==> src/ocp_regs.svh <==
// Purpose: register map, field positions, reset values and counts
// Assumes: 32-bit Avalon-MM word addressing, offsets in words
// Notes: constants only
`ifndef OCP_REGS_SVH
`define OCP_REGS_SVH
`define OCP_ADDR_W 4
`define OCP_OFF_CTRL 4'h0
`define OCP_OFF_CNT 4'h1
`define OCP_OFF_MOD 4'h2
`define OCP_OFF_CH0S 4'h3
`define OCP_OFF_CH0V 4'h4
`define OCP_OFF_CH1S 4'h5
`define OCP_OFF_CH1V 4'h6
`define OCP_CTRL_TOF 7
`define OCP_CTRL_TOIE 6
`define OCP_CTRL_STOP 5
`define OCP_CTRL_RST 4
`define OCP_CH_FLAG 7
`define OCP_CH_IE 6
`define OCP_CH_MSB 5
`define OCP_CH_MSA 4
`define OCP_CH_ELSB 3
`define OCP_CH_ELSA 2
`define OCP_CH_TOV 1
`define OCP_CH_MAX 0
`define OCP_MOD_RESET 16'hFFFF
`define OCP_PS_MAX 3'h6
`define OCP_ZERO16 16'h0000
`define OCP_ONE16 16'h0001
`endif

==> src/ocp_pkg.sv <==
// Purpose: shared types of the output compare block
// Assumes: nothing
// Notes: types only
package ocp_pkg;
    typedef enum logic [1:0] {OCP_BUS_IDLE, OCP_BUS_ACK} ocp_bus_t;
    typedef struct packed {
        logic ie;
        logic msb;
        logic msa;
        logic elsb;
        logic elsa;
        logic tov;
        logic max;
    } ocp_chcfg_t;
endpackage

==> src/ocp_tick_if.sv <==
// Purpose: carries the counter tick and events to the channel logic
// Assumes: single clock
// Notes: one modport per side
`timescale 1ns/1ps
interface ocp_tick_if;
    logic tick;
    logic [15:0] count;
    logic ovf;
    modport src (output tick, output count, output ovf);
    modport dst (input tick, input count, input ovf);
endinterface

==> src/ocp_top.sv <==
// Purpose: two-channel output compare and PWM with a modulo counter
// Assumes: Avalon-MM slave, word addressed, ref_clk 125 MHz
// Notes: ch1 pin falls back to gpio_out while channels are linked
//
// Local design decisions: the placing of the registers and the Avalon-MM interface to the registers.
`timescale 1ns/1ps
`include "ocp_regs.svh"
module ocp_top
    import ocp_pkg::*;
(
    input wire logic ref_clk,
    input wire logic reset_n,
    input wire logic [`OCP_ADDR_W-1:0] avs_address,
    input wire logic avs_read,
    input wire logic avs_write,
    input wire logic [31:0] avs_writedata,
    output logic [31:0] avs_readdata,
    output logic avs_waitrequest,
    input wire logic gpio_out,
    output logic ch0_pin,
    output logic ch1_pin,
    output logic ovf_irq,
    output logic ch0_irq,
    output logic ch1_irq
);
    ocp_tick_if tk();

    logic tof_reg;
    logic toie_reg;
    logic stop_reg;
    logic [2:0] ps_reg;
    logic [15:0] mod_reg;
    ocp_chcfg_t cfg0_reg;
    ocp_chcfg_t cfg1_reg;
    logic [15:0] val0_reg;
    logic [15:0] val1_reg;
    logic flag0_reg;
    logic flag1_reg;
    logic tof_seen_reg;
    logic f0_seen_reg;
    logic f1_seen_reg;
    logic act1_reg;
    logic pend1_reg;
    logic pin0_reg;
    logic pin1_reg;
    ocp_bus_t bus_reg;
    logic clr_pulse;
    logic wr;
    logic rd;
    logic linked;
    logic [15:0] cmp0_val;
    logic [15:0] cnt_nxt;
    logic cmp0;
    logic cmp1;

    function automatic logic [31:0] chan_status(logic flag, ocp_chcfg_t c);
        chan_status = {24'h000000, flag, c.ie, c.msb, c.msa, c.elsb, c.elsa,
            c.tov, c.max};
    endfunction

    function automatic ocp_chcfg_t chan_cfg(logic [31:0] d);
        chan_cfg = '{ie: d[`OCP_CH_IE], msb: d[`OCP_CH_MSB],
            msa: d[`OCP_CH_MSA], elsb: d[`OCP_CH_ELSB],
            elsa: d[`OCP_CH_ELSA], tov: d[`OCP_CH_TOV],
            max: d[`OCP_CH_MAX]};
    endfunction

    // is the channel in compare/PWM mode (either mode code)
    function automatic logic chan_oc(ocp_chcfg_t c);
        chan_oc = (c.msb ^ c.msa) && (c.elsb || c.elsa);
    endfunction

    // next pin level for one channel on compare and overflow
    function automatic logic pin_next(logic pin, ocp_chcfg_t c, logic cm,
        logic ov);
        logic p;
        p = pin;
        if (cm)
        begin
            if (c.elsb && !c.elsa)
                p = 1'b0;
            else if (c.elsb && c.elsa)
                p = 1'b1;
            else
                p = !p;
        end
        if (c.tov && c.max)
            p = c.elsb && !c.elsa;
        else if (ov && c.tov)
            p = !pin;
        pin_next = p;
    endfunction

    ocp_counter u_cnt (
        .ref_clk(ref_clk),
        .reset_n(reset_n),
        .halt(stop_reg),
        .clr(clr_pulse),
        .ps_sel(ps_reg),
        .modulo(mod_reg),
        .tk(tk)
    );

    assign wr = avs_write && (bus_reg == OCP_BUS_IDLE);
    assign rd = avs_read && (bus_reg == OCP_BUS_IDLE);
    assign clr_pulse = wr && (avs_address == `OCP_OFF_CTRL)
        && avs_writedata[`OCP_CTRL_RST];
    assign linked = cfg0_reg.msb && !cfg0_reg.msa;
    assign cmp0_val = (linked && act1_reg) ? val1_reg : val0_reg;
    // compare acts as the count arrives, overflow as it leaves the modulo
    assign cnt_nxt = (tk.count == mod_reg) ? `OCP_ZERO16
        : tk.count + `OCP_ONE16;
    assign cmp0 = tk.tick && (cnt_nxt == cmp0_val);
    assign cmp1 = tk.tick && (cnt_nxt == val1_reg) && !linked;

    // one wait state: request taken while waitrequest is high, which drops low the next cycle
    always_ff @(posedge ref_clk or negedge reset_n)
    begin
        if (!reset_n)
            bus_reg <= OCP_BUS_IDLE;
        else
        begin
            case (bus_reg)
                OCP_BUS_IDLE:
                    if (avs_read || avs_write)
                        bus_reg <= OCP_BUS_ACK;
                OCP_BUS_ACK:
                    bus_reg <= OCP_BUS_IDLE;
                default:
                    bus_reg <= OCP_BUS_IDLE;
            endcase
        end
    end

    always_ff @(posedge ref_clk or negedge reset_n)
    begin
        if (!reset_n)
            avs_waitrequest <= 1'b1;
        else
            avs_waitrequest <= !((avs_read || avs_write)
                && bus_reg == OCP_BUS_IDLE);
    end

    always_ff @(posedge ref_clk or negedge reset_n)
    begin
        if (!reset_n)
            avs_readdata <= 32'h00000000;
        else if (rd)
        begin
            case (avs_address)
                `OCP_OFF_CTRL:
                    avs_readdata <= {24'h000000, tof_reg, toie_reg, stop_reg,
                        2'b00, ps_reg};
                `OCP_OFF_CNT: avs_readdata <= {16'h0000, tk.count};
                `OCP_OFF_MOD: avs_readdata <= {16'h0000, mod_reg};
                `OCP_OFF_CH0S:
                    avs_readdata <= chan_status(flag0_reg, cfg0_reg);
                `OCP_OFF_CH0V: avs_readdata <= {16'h0000, val0_reg};
                `OCP_OFF_CH1S:
                    avs_readdata <= chan_status(flag1_reg, cfg1_reg);
                `OCP_OFF_CH1V: avs_readdata <= {16'h0000, val1_reg};
                default: avs_readdata <= 32'h00000000;
            endcase
        end
    end

    // counter control; reset bit is a pulse, never stored
    always_ff @(posedge ref_clk or negedge reset_n)
    begin
        if (!reset_n)
        begin
            toie_reg <= 1'b0;
            stop_reg <= 1'b1;
            ps_reg <= 3'h0;
        end
        else if (wr && avs_address == `OCP_OFF_CTRL)
        begin
            toie_reg <= avs_writedata[`OCP_CTRL_TOIE];
            stop_reg <= avs_writedata[`OCP_CTRL_STOP];
            ps_reg <= (avs_writedata[2:0] > `OCP_PS_MAX) ? `OCP_PS_MAX
                : avs_writedata[2:0];
        end
    end

    // overflow flag: set wins, clear needs a prior read seeing it set
    always_ff @(posedge ref_clk or negedge reset_n)
    begin
        if (!reset_n)
        begin
            tof_reg <= 1'b0;
            tof_seen_reg <= 1'b0;
        end
        else if (tk.ovf)
            tof_reg <= 1'b1;
        else if (wr && avs_address == `OCP_OFF_CTRL)
        begin
            if (tof_seen_reg && !avs_writedata[`OCP_CTRL_TOF])
                tof_reg <= 1'b0;
            tof_seen_reg <= 1'b0;
        end
        else if (rd && avs_address == `OCP_OFF_CTRL)
            tof_seen_reg <= tof_reg;
    end

    // modulo is written as one word, so no half-written window exists
    always_ff @(posedge ref_clk or negedge reset_n)
    begin
        if (!reset_n)
            mod_reg <= `OCP_MOD_RESET;
        else if (wr && avs_address == `OCP_OFF_MOD)
            mod_reg <= avs_writedata[15:0];
    end

    always_ff @(posedge ref_clk or negedge reset_n)
    begin
        if (!reset_n)
        begin
            cfg0_reg <= '0;
            cfg1_reg <= '0;
        end
        else if (wr && avs_address == `OCP_OFF_CH0S)
            cfg0_reg <= chan_cfg(avs_writedata);
        else if (wr && avs_address == `OCP_OFF_CH1S && !linked)
            cfg1_reg <= chan_cfg(avs_writedata) & 7'h5F;
    end

    // channel values; a write to the set not in control is queued
    always_ff @(posedge ref_clk or negedge reset_n)
    begin
        if (!reset_n)
        begin
            val0_reg <= `OCP_ZERO16;
            val1_reg <= `OCP_ZERO16;
        end
        else if (wr && avs_address == `OCP_OFF_CH0V)
            val0_reg <= avs_writedata[15:0];
        else if (wr && avs_address == `OCP_OFF_CH1V)
            val1_reg <= avs_writedata[15:0];
    end

    always_ff @(posedge ref_clk or negedge reset_n)
    begin
        if (!reset_n)
        begin
            act1_reg <= 1'b0;
            pend1_reg <= 1'b0;
        end
        else if (!linked)
        begin
            act1_reg <= 1'b0;
            pend1_reg <= 1'b0;
        end
        else
        begin
            // pend1_reg remembers which set was written last
            if (wr && avs_address == `OCP_OFF_CH1V)
                pend1_reg <= 1'b1;
            else if (wr && avs_address == `OCP_OFF_CH0V)
                pend1_reg <= 1'b0;
            if (tk.ovf)
                act1_reg <= pend1_reg;
        end
    end

    // channel flags: hardware set wins over a software clear
    always_ff @(posedge ref_clk or negedge reset_n)
    begin
        if (!reset_n)
        begin
            flag0_reg <= 1'b0;
            f0_seen_reg <= 1'b0;
        end
        else if (cmp0 && chan_oc(cfg0_reg))
            flag0_reg <= 1'b1;
        else if (wr && avs_address == `OCP_OFF_CH0S)
        begin
            if (f0_seen_reg && !avs_writedata[`OCP_CH_FLAG])
                flag0_reg <= 1'b0;
            f0_seen_reg <= 1'b0;
        end
        else if (rd && avs_address == `OCP_OFF_CH0S)
            f0_seen_reg <= flag0_reg;
    end

    always_ff @(posedge ref_clk or negedge reset_n)
    begin
        if (!reset_n)
        begin
            flag1_reg <= 1'b0;
            f1_seen_reg <= 1'b0;
        end
        else if (cmp1 && chan_oc(cfg1_reg))
            flag1_reg <= 1'b1;
        else if (wr && avs_address == `OCP_OFF_CH1S)
        begin
            if (f1_seen_reg && !avs_writedata[`OCP_CH_FLAG])
                flag1_reg <= 1'b0;
            f1_seen_reg <= 1'b0;
        end
        else if (rd && avs_address == `OCP_OFF_CH1S)
            f1_seen_reg <= flag1_reg;
    end

    // registered pin actions
    always_ff @(posedge ref_clk or negedge reset_n)
    begin
        if (!reset_n)
            pin0_reg <= 1'b0;
        else if (chan_oc(cfg0_reg))
            pin0_reg <= pin_next(pin0_reg, cfg0_reg, cmp0,
                tk.ovf);
    end

    always_ff @(posedge ref_clk or negedge reset_n)
    begin
        if (!reset_n)
            pin1_reg <= 1'b0;
        else if (linked)
            pin1_reg <= gpio_out;
        else if (chan_oc(cfg1_reg))
            pin1_reg <= pin_next(pin1_reg, cfg1_reg, cmp1, tk.ovf);
    end

    always_ff @(posedge ref_clk or negedge reset_n)
    begin
        if (!reset_n)
        begin
            ovf_irq <= 1'b0;
            ch0_irq <= 1'b0;
            ch1_irq <= 1'b0;
        end
        else
        begin
            ovf_irq <= tof_reg && toie_reg;
            ch0_irq <= flag0_reg && cfg0_reg.ie;
            ch1_irq <= flag1_reg && cfg1_reg.ie && !linked;
        end
    end

    assign ch0_pin = pin0_reg;
    assign ch1_pin = pin1_reg;
endmodule

==> src/ocp_counter.sv <==
// Purpose: prescaler and 16-bit modulo counter
// Assumes: controls come from registers in ref_clk domain
// Notes: ovf marks the tick on which the count equals the modulo
`timescale 1ns/1ps
`include "ocp_regs.svh"
module ocp_counter
    import ocp_pkg::*;
(
    input wire logic ref_clk,
    input wire logic reset_n,
    input wire logic halt,
    input wire logic clr,
    input wire logic [2:0] ps_sel,
    input wire logic [15:0] modulo,
    ocp_tick_if.src tk
);
    logic [5:0] pre_reg;
    logic [15:0] cnt_reg;
    logic tick;
    logic [5:0] pre_mask;

    always_comb
    begin
        pre_mask = 6'(( 7'h01 << ps_sel) - 7'h01);
        tick = !halt && ((pre_reg & pre_mask) == pre_mask);
    end

    // prescaler advance, cleared by the counter reset bit
    always_ff @(posedge ref_clk or negedge reset_n)
    begin
        if (!reset_n)
            pre_reg <= 6'h00;
        else if (clr)
            pre_reg <= 6'h00;
        else if (!halt)
            pre_reg <= pre_reg + 6'h01;
    end

    always_ff @(posedge ref_clk or negedge reset_n)
    begin
        if (!reset_n)
            cnt_reg <= `OCP_ZERO16;
        else if (clr)
            cnt_reg <= `OCP_ZERO16;
        else if (tick)
        begin
            if (cnt_reg == modulo)
                cnt_reg <= `OCP_ZERO16;
            else
                cnt_reg <= cnt_reg + `OCP_ONE16;
        end
    end

    assign tk.tick = tick;
    assign tk.count = cnt_reg;
    assign tk.ovf = tick && (cnt_reg == modulo);
endmodule

==> config.mk <==
export PLATFORM = sky130hd
export DESIGN_NAME = ocp_top
export DESIGN_NICKNAME = d
export VERILOG_FILES = /design/src/ocp_pkg.sv /design/src/ocp_tick_if.sv /design/src/ocp_top.sv /design/src/ocp_counter.sv
export VERILOG_INCLUDE_DIRS = /design/src
export SDC_FILE = /design/constraint.sdc
export NUM_CORES = 1
export LEC_CHECK = 0
export CAP_MARGIN = 20
export CORE_AREA = 2 2 118 120
export CTS_CLUSTER_DIAMETER = 50
export DETAILED_ROUTE_END_ITERATION = 6
export DIE_AREA = 0 0 120 122
export DONT_BUFFER_PORTS = 1
export PLACE_DENSITY = 0.69
export SLEW_MARGIN = 15
export SYNTH_ARGS = -nofsm -noshare
export SYNTH_HDL_FRONTEND = slang
export SYNTH_SLANG_ARGS = --single-unit
==> constraint.sdc <==
create_clock -name ref_clk -period 4.6 [get_ports ref_clk]
set_clock_uncertainty 0.05 [all_clocks]
set_input_delay 0.46 -clock ref_clk [delete_from_list [all_inputs] [get_ports ref_clk]]
set_output_delay 0.46 -clock ref_clk [all_outputs]
set_load 0.02 [all_outputs]
; Word-level counts from Yosys, hierarchy flattened
; Cells that the tools add are included.
[totals]
regBits = 136
input_bits = 41
out_inout_bits = 38
elab_cells = 182
[classes]
add_sub_neg = 3
n_lt_le_gt_ge = 1
n_eq_ne = 14
shift = 1
muxes = 42
bitwise_logic = 7
n_reduce_logical = 77
[ops]
columns = op, count
row1 = 16-bit case mux with 7 select lines, 1
row2 = 16-bit two-way mux, 4
row3 = 16-bit == test, 3
row4 = 1-bit logical AND, 40
row5 = 1-bit two-way mux, 32
row6 = 2-bit nonzero test, 11
row7 = 2-bit AND reduction, 10
row8 = "16-bit by 1-bit adder with 16-bit output, second input constant", 1
row9 = "4-bit by 3-bit == test with 1-bit output, second input constant", 3
row10 = 6-bit two-way mux, 2
row11 = 1-bit logical NOT, 9
row12 = "4-bit by 2-bit == test with 1-bit output, second input constant", 2
row13 = "6-bit by 1-bit adder with 6-bit output, second input constant", 1
row14 = 6-bit AND, 1
row15 = 6-bit == test, 1
row16 = "1-bit by 3-bit left shift with 6-bit output, first input constant", 1
row17 = "6-bit by 1-bit subtractor with 6-bit output, second input constant", 1
row18 = 1-bit inverter, 5
row19 = "4-bit by 1-bit == test with 1-bit output, second input constant", 1
row20 = 4-bit logical NOT, 1
row21 = 2-bit two-way mux, 2
row22 = "2-bit by 1-bit inequality test with 1-bit output, second input constant", 2
row23 = 4-bit nonzero test, 1
row24 = "3-bit greater-than comparator, second input constant", 1
row25 = other kinds (7), 9

; Logic depth before layout (Yosys ltp)
[depth]
depth_word = 12
depth_mapped = 14
mapped_depth_nobuf = 11

; Modules after synthesis
; A second synthesis with hierarchy kept.
[hier_totals]
cells_unflattened = 744
hier_area_um2 = 7546.0
[modules_own_cells]
columns = module, n_inst, cells_per_inst, area_each_um2, seq_area_each_um2
row1 = ocp_top, 1, 581, 6020.8, 2449.8
row2 = ocp_counter, 1, 163, 1525.2, 550.5

; Worst setup path before layout
; Ideal clock, no wire load.
[synth_path]
path_type = register to register
startpoint = register u_cnt.cnt_reg[1] (netlist: u_cnt.tk.count[1])
endpoint = register pin0_reg (netlist: ch0_pin)
setup_ns = 0.125
arrival_ns = 2.891
t_required_ns = 4.425
path_slack_ns = 1.534
stages_incl_launch_ff = 12
path_buffers = 1
synth_period_minus_slack_ns = 3.066
path_cell_list = dfrtp_1 -> ha_1 -> nand4_1 -> buf_2 -> or4_4 -> and2_4 -> xnor2_1 -> or4_1 -> a32oi_1 -> and4_4 -> nor2_2 -> mux2_4
[synth_between]
elab_chain_len = 6
word_cells_on_any_way = 11
classes_between = add/sub (1) / eq/ne (2) / mux (3) / reduce/logical (5)
[synth_rtl]
columns = element, line_no
row1 = start: declaration, ocp_counter.sv:18  ; logic [15:0] cnt_reg;
row2 = start signal: assignment, ocp_counter.sv:42  ; cnt_reg <= `OCP_ZERO16;
row3 = start signal: assignment, ocp_counter.sv:44  ; cnt_reg <= `OCP_ZERO16;
row4 = start signal: assignment, ocp_counter.sv:48  ; cnt_reg <= `OCP_ZERO16;
row5 = 16-bit by 1-bit adder with 16-bit output (no source line) / 16-bit == test (equally long branches), n/a
row6 = 16-bit two-way mux, n/a
row7 = 16-bit == test, ocp_top.sv:113  ; assign cmp0 = tk.tick && (cnt_nxt == cmp0_val);
row8 = 1-bit logical AND, ocp_top.sv:113
row9 = 3-bit nonzero test (no source line), n/a
row10 = 2-bit AND reduction (no source line), n/a
row11 = end signal: assignment, ocp_top.sv:310  ; pin0_reg <= pin_next(pin0_reg, cfg0_reg, cmp0,
row12 = end: declaration, ocp_top.sv:44  ; logic pin0_reg;
; Parallel ways exist; a longest one is shown, timed or not.
; A chain may end at the register's enable or synchronous reset.

; Worst setup path after layout
[layout_path]
startpoint = register u_cnt.cnt_reg[3] (netlist: u_cnt.tk.count[3])
endpoint = register pin0_reg (netlist: ch0_pin)
; The elaborated chain is that of the path after synthesis.

==> impl_results.md <==
* Outcome: finished, violations left
* Violated checks: design-rule violations
* Routed wire per std cell at 22.0 µm
* Yosys reg bits at 119
* Most used flip-flop cell after synthesis: dfrtp_1
* Synthesized instance count at 728
* Worst Path Buf+Inv at 0
* Layout cells sized above 1 at 21.8%
* First-pass GRT wire length at 31.4 mm
* Cell area after layout at 0.00787 mm²
* Mapped Area at 0.00721 mm²
* Nets at 759
* Worst path max stage delay at 940 ps
* Place WS at 1100 ps
* Starting Density at 53.4%
* Peak supply drop at 0.298 mV
* CP required at 4860 ps
* Via density at 6.51
* Root buf cell: clkbuf_16
* DR DRC count at 1
* Final worst slack at 1020 ps
* Fin cells at 908
* CTS tree: built
* CTS Hold Bufs at 2
* CP startpoint kind: flop
* Mean Syn Cell Area at 9.91 µm²
* Static Leak at 3.35 nW
* I/O pins at 79
* CTS buffer count at 17
* Top achievable clock speed at 0.279 GHz
* Clk_lat worst skew at 430 ps
* 1st-iter DRT viols at 607
* CP Capture Type: flop
* Row count at 43
* CP cell instances: xnor2_1 -> nand4_1 -> or4_1 -> and2_4 -> xnor2_1 -> a2111oi_2 -> and4_4 -> nor2_2 -> mux2_4
* Pre-antenna DRT Iters at 7
* RSZ-0062 raised after global routing: no
* Met3 GRT Util at 6.32%
* Cell family with most CP delay: simple AND/OR/NAND/NOR gates
* Top-area cell type share of the netlist area at 35.0%
* Die span in x at 120 µm
* Core footprint at 0.0135 mm²
* Antenna Violating Nets Remaining at 0
* Max_cap viols at 0
* Placed cell areas at 0.00729 mm²
* Final GP Congestion at 0.908
* Slew Limit Fails at 0
* Routed WL at 19.9 mm
* CP Class: flop to flop
* Longest Clk Path Bufs at 2
* Hold Crit Class: primary input to flop
* Worst Path Arrival at 3850 ps
* Final-report setup violation count at 0
* Slew margin rel. at 31.6%
* Most frequent CP cell: xnor2_1
* Post_cts resized at 0
* N_diodes at 0
* Power Dens Cells at 547 mW/mm²
* Max FO, Critical Path at 16
* Crit path time final at 3580 ps
* Fraction of registers with async set/reset at 100%
* Dpl cells at 874
* CTS Sinks at 119
* Final Hold Viols at 0
* Synth warn at 0
* Gr busiest metal: met2
* Setup TNS at 0 ps
* CTS H-tree lvls at 4
* Vias in the first global route at 5651
* Count of cell types in the netlist at 74
* Hold WS at 128 ps
* Die Y at 122 µm
* Antenna violations before repair at 0
* Slowest-stage cell, CP: or4_1
* Synthesis-to-finish area growth at 9.04%
* Largest net degree at the start of global routing at 120
* Worst slew pin tran at 1030 ps
* Top cell type by total area after synthesis: dfrtp_1
* Die area at 0.0146 mm²
* Reg clk slew, reported paths at 60 ps
* Overflow after GRT at 0
* Port bufs at 0
* Met1 usage at 37.7%
* Via count at 5909
* Tot GR Track Use at 28.1%
* Seq/Total Area, Yosys at 41.6%
* Post-CTS Setup Bufs at 0
* Period utilization at 77.9%
* DP Wirelength at 13.5 mm
* GRT met2 Usage at 43.6%
* Post-synth EDFFs at 0
* Top area cells in the synthesized netlist: dfrtp_1, mux2_2, dfstp_2
[kinds of logic after synthesis]
family          after synthesis  share of synthesized area, %
compound gates              166                          15.9
xor+xnor                     43                          5.43
fa+ha+maj                     3                         0.520
buf+inv                      74                          5.22
flops                       119                          41.6
mux                          89                          13.6
other cells                   1                        0.0520
simple gates                233                          17.7
[cell usage after synthesis (7+ instances only)]
cell type	count
a21o_1	7
a21oi_1	26
a221oi_1	11
a22o_1	10
a22oi_1	20
a31oi_1	7
and3_1	8
buf_2	16
buf_4	19
clkbuf_1	25
dfrtp_1	101
dfstp_2	18
inv_1	10
mux2_2	70
mux2i_1	18
nand2_1	54
nand2b_1	8
nand3_1	13
nand4_1	14
nor2_1	49
nor2b_1	10
nor3_1	19
nor4_1	9
o21ai_0	43
xnor2_1	31
xor2_1	10
[cell type report]
type                       count  area [µm²]
clock inverter                14         101
timing repair buffer          16         143
sequential                   119        3000
tap                          180         225
clock buffer                  18         439
inverter                      11        41.3
fill                        1150        5640
multi-input combinational    550        3920
[metal layers]
layer / wire (µm) / vias to the layer above
met5: 0 / -
met4: 664 / 0
met3: 1630 / 46
met2: 9220 / 315
met1: 8420 / 2910
li1: - / 2638
[metrics by stage]
stage | total power [mW] | util [%]
final | 4.30 | 58.3
after CTS | 4.29 | 58.3
after floorplan | 2.67 | -
after detailed placement | 3.04 | 54.0
after global routing | 4.53 | 58.3
after global placement | 2.99 | 54.0
[layout by cell type, fill, tap and decap left out, drive strengths merged, types with 11 or more instances in the layout]
| cell | synthesis | routed |
|---|---|---|
| a21oi | 26 | 26 |
| a221oi | 11 | 11 |
| a22oi | 20 | 20 |
| buf | 38 | 15 |
| clkbuf | 25 | 18 |
| conb | 1 | 16 |
| dfrtp | 101 | 101 |
| dfstp | 18 | 18 |
| inv | 11 | 13 |
| mux2 | 71 | 71 |
| mux2i | 18 | 18 |
| nand2 | 54 | 54 |
| nand3 | 13 | 13 |
| nand4 | 15 | 15 |
| nor2 | 50 | 50 |
| nor3 | 19 | 19 |
| nor4 | 12 | 12 |
| o21ai | 43 | 43 |
| xnor2 | 33 | 33 |
[power by group]
group          internal (mW)  leakage, nW  total (mW)  switching [mW]
Combinational          0.613         1.59        1.35           0.733
Clock                  0.701        0.254        1.22           0.519
Sequential              1.33         1.50        1.73           0.407
Total                   2.64         3.35        4.30            1.66
[worst paths after layout]
| kind | startpoint | to | slack, ps | cells after the start |
|---|---|---|---|---|
| max | u_cnt.tk.count[3] | ch0_pin | 1020 | 9 |
| min | avs_writedata[10] | val1_reg[10] | 130 | 1 |
| max reg2reg | u_cnt.tk.count[3] | ch0_pin | 1020 | 9 |
| min reg2reg | tof_seen_reg | tof_seen_reg | 460 | 1 |
| max in group asynchronous | reset_n | u_cnt.tk.count[14] | 3400 | 2 |
| min in group asynchronous | reset_n | val1_reg[10] | 620 | 2 |
No activity file was read; power rests on OpenSTA's default activity.
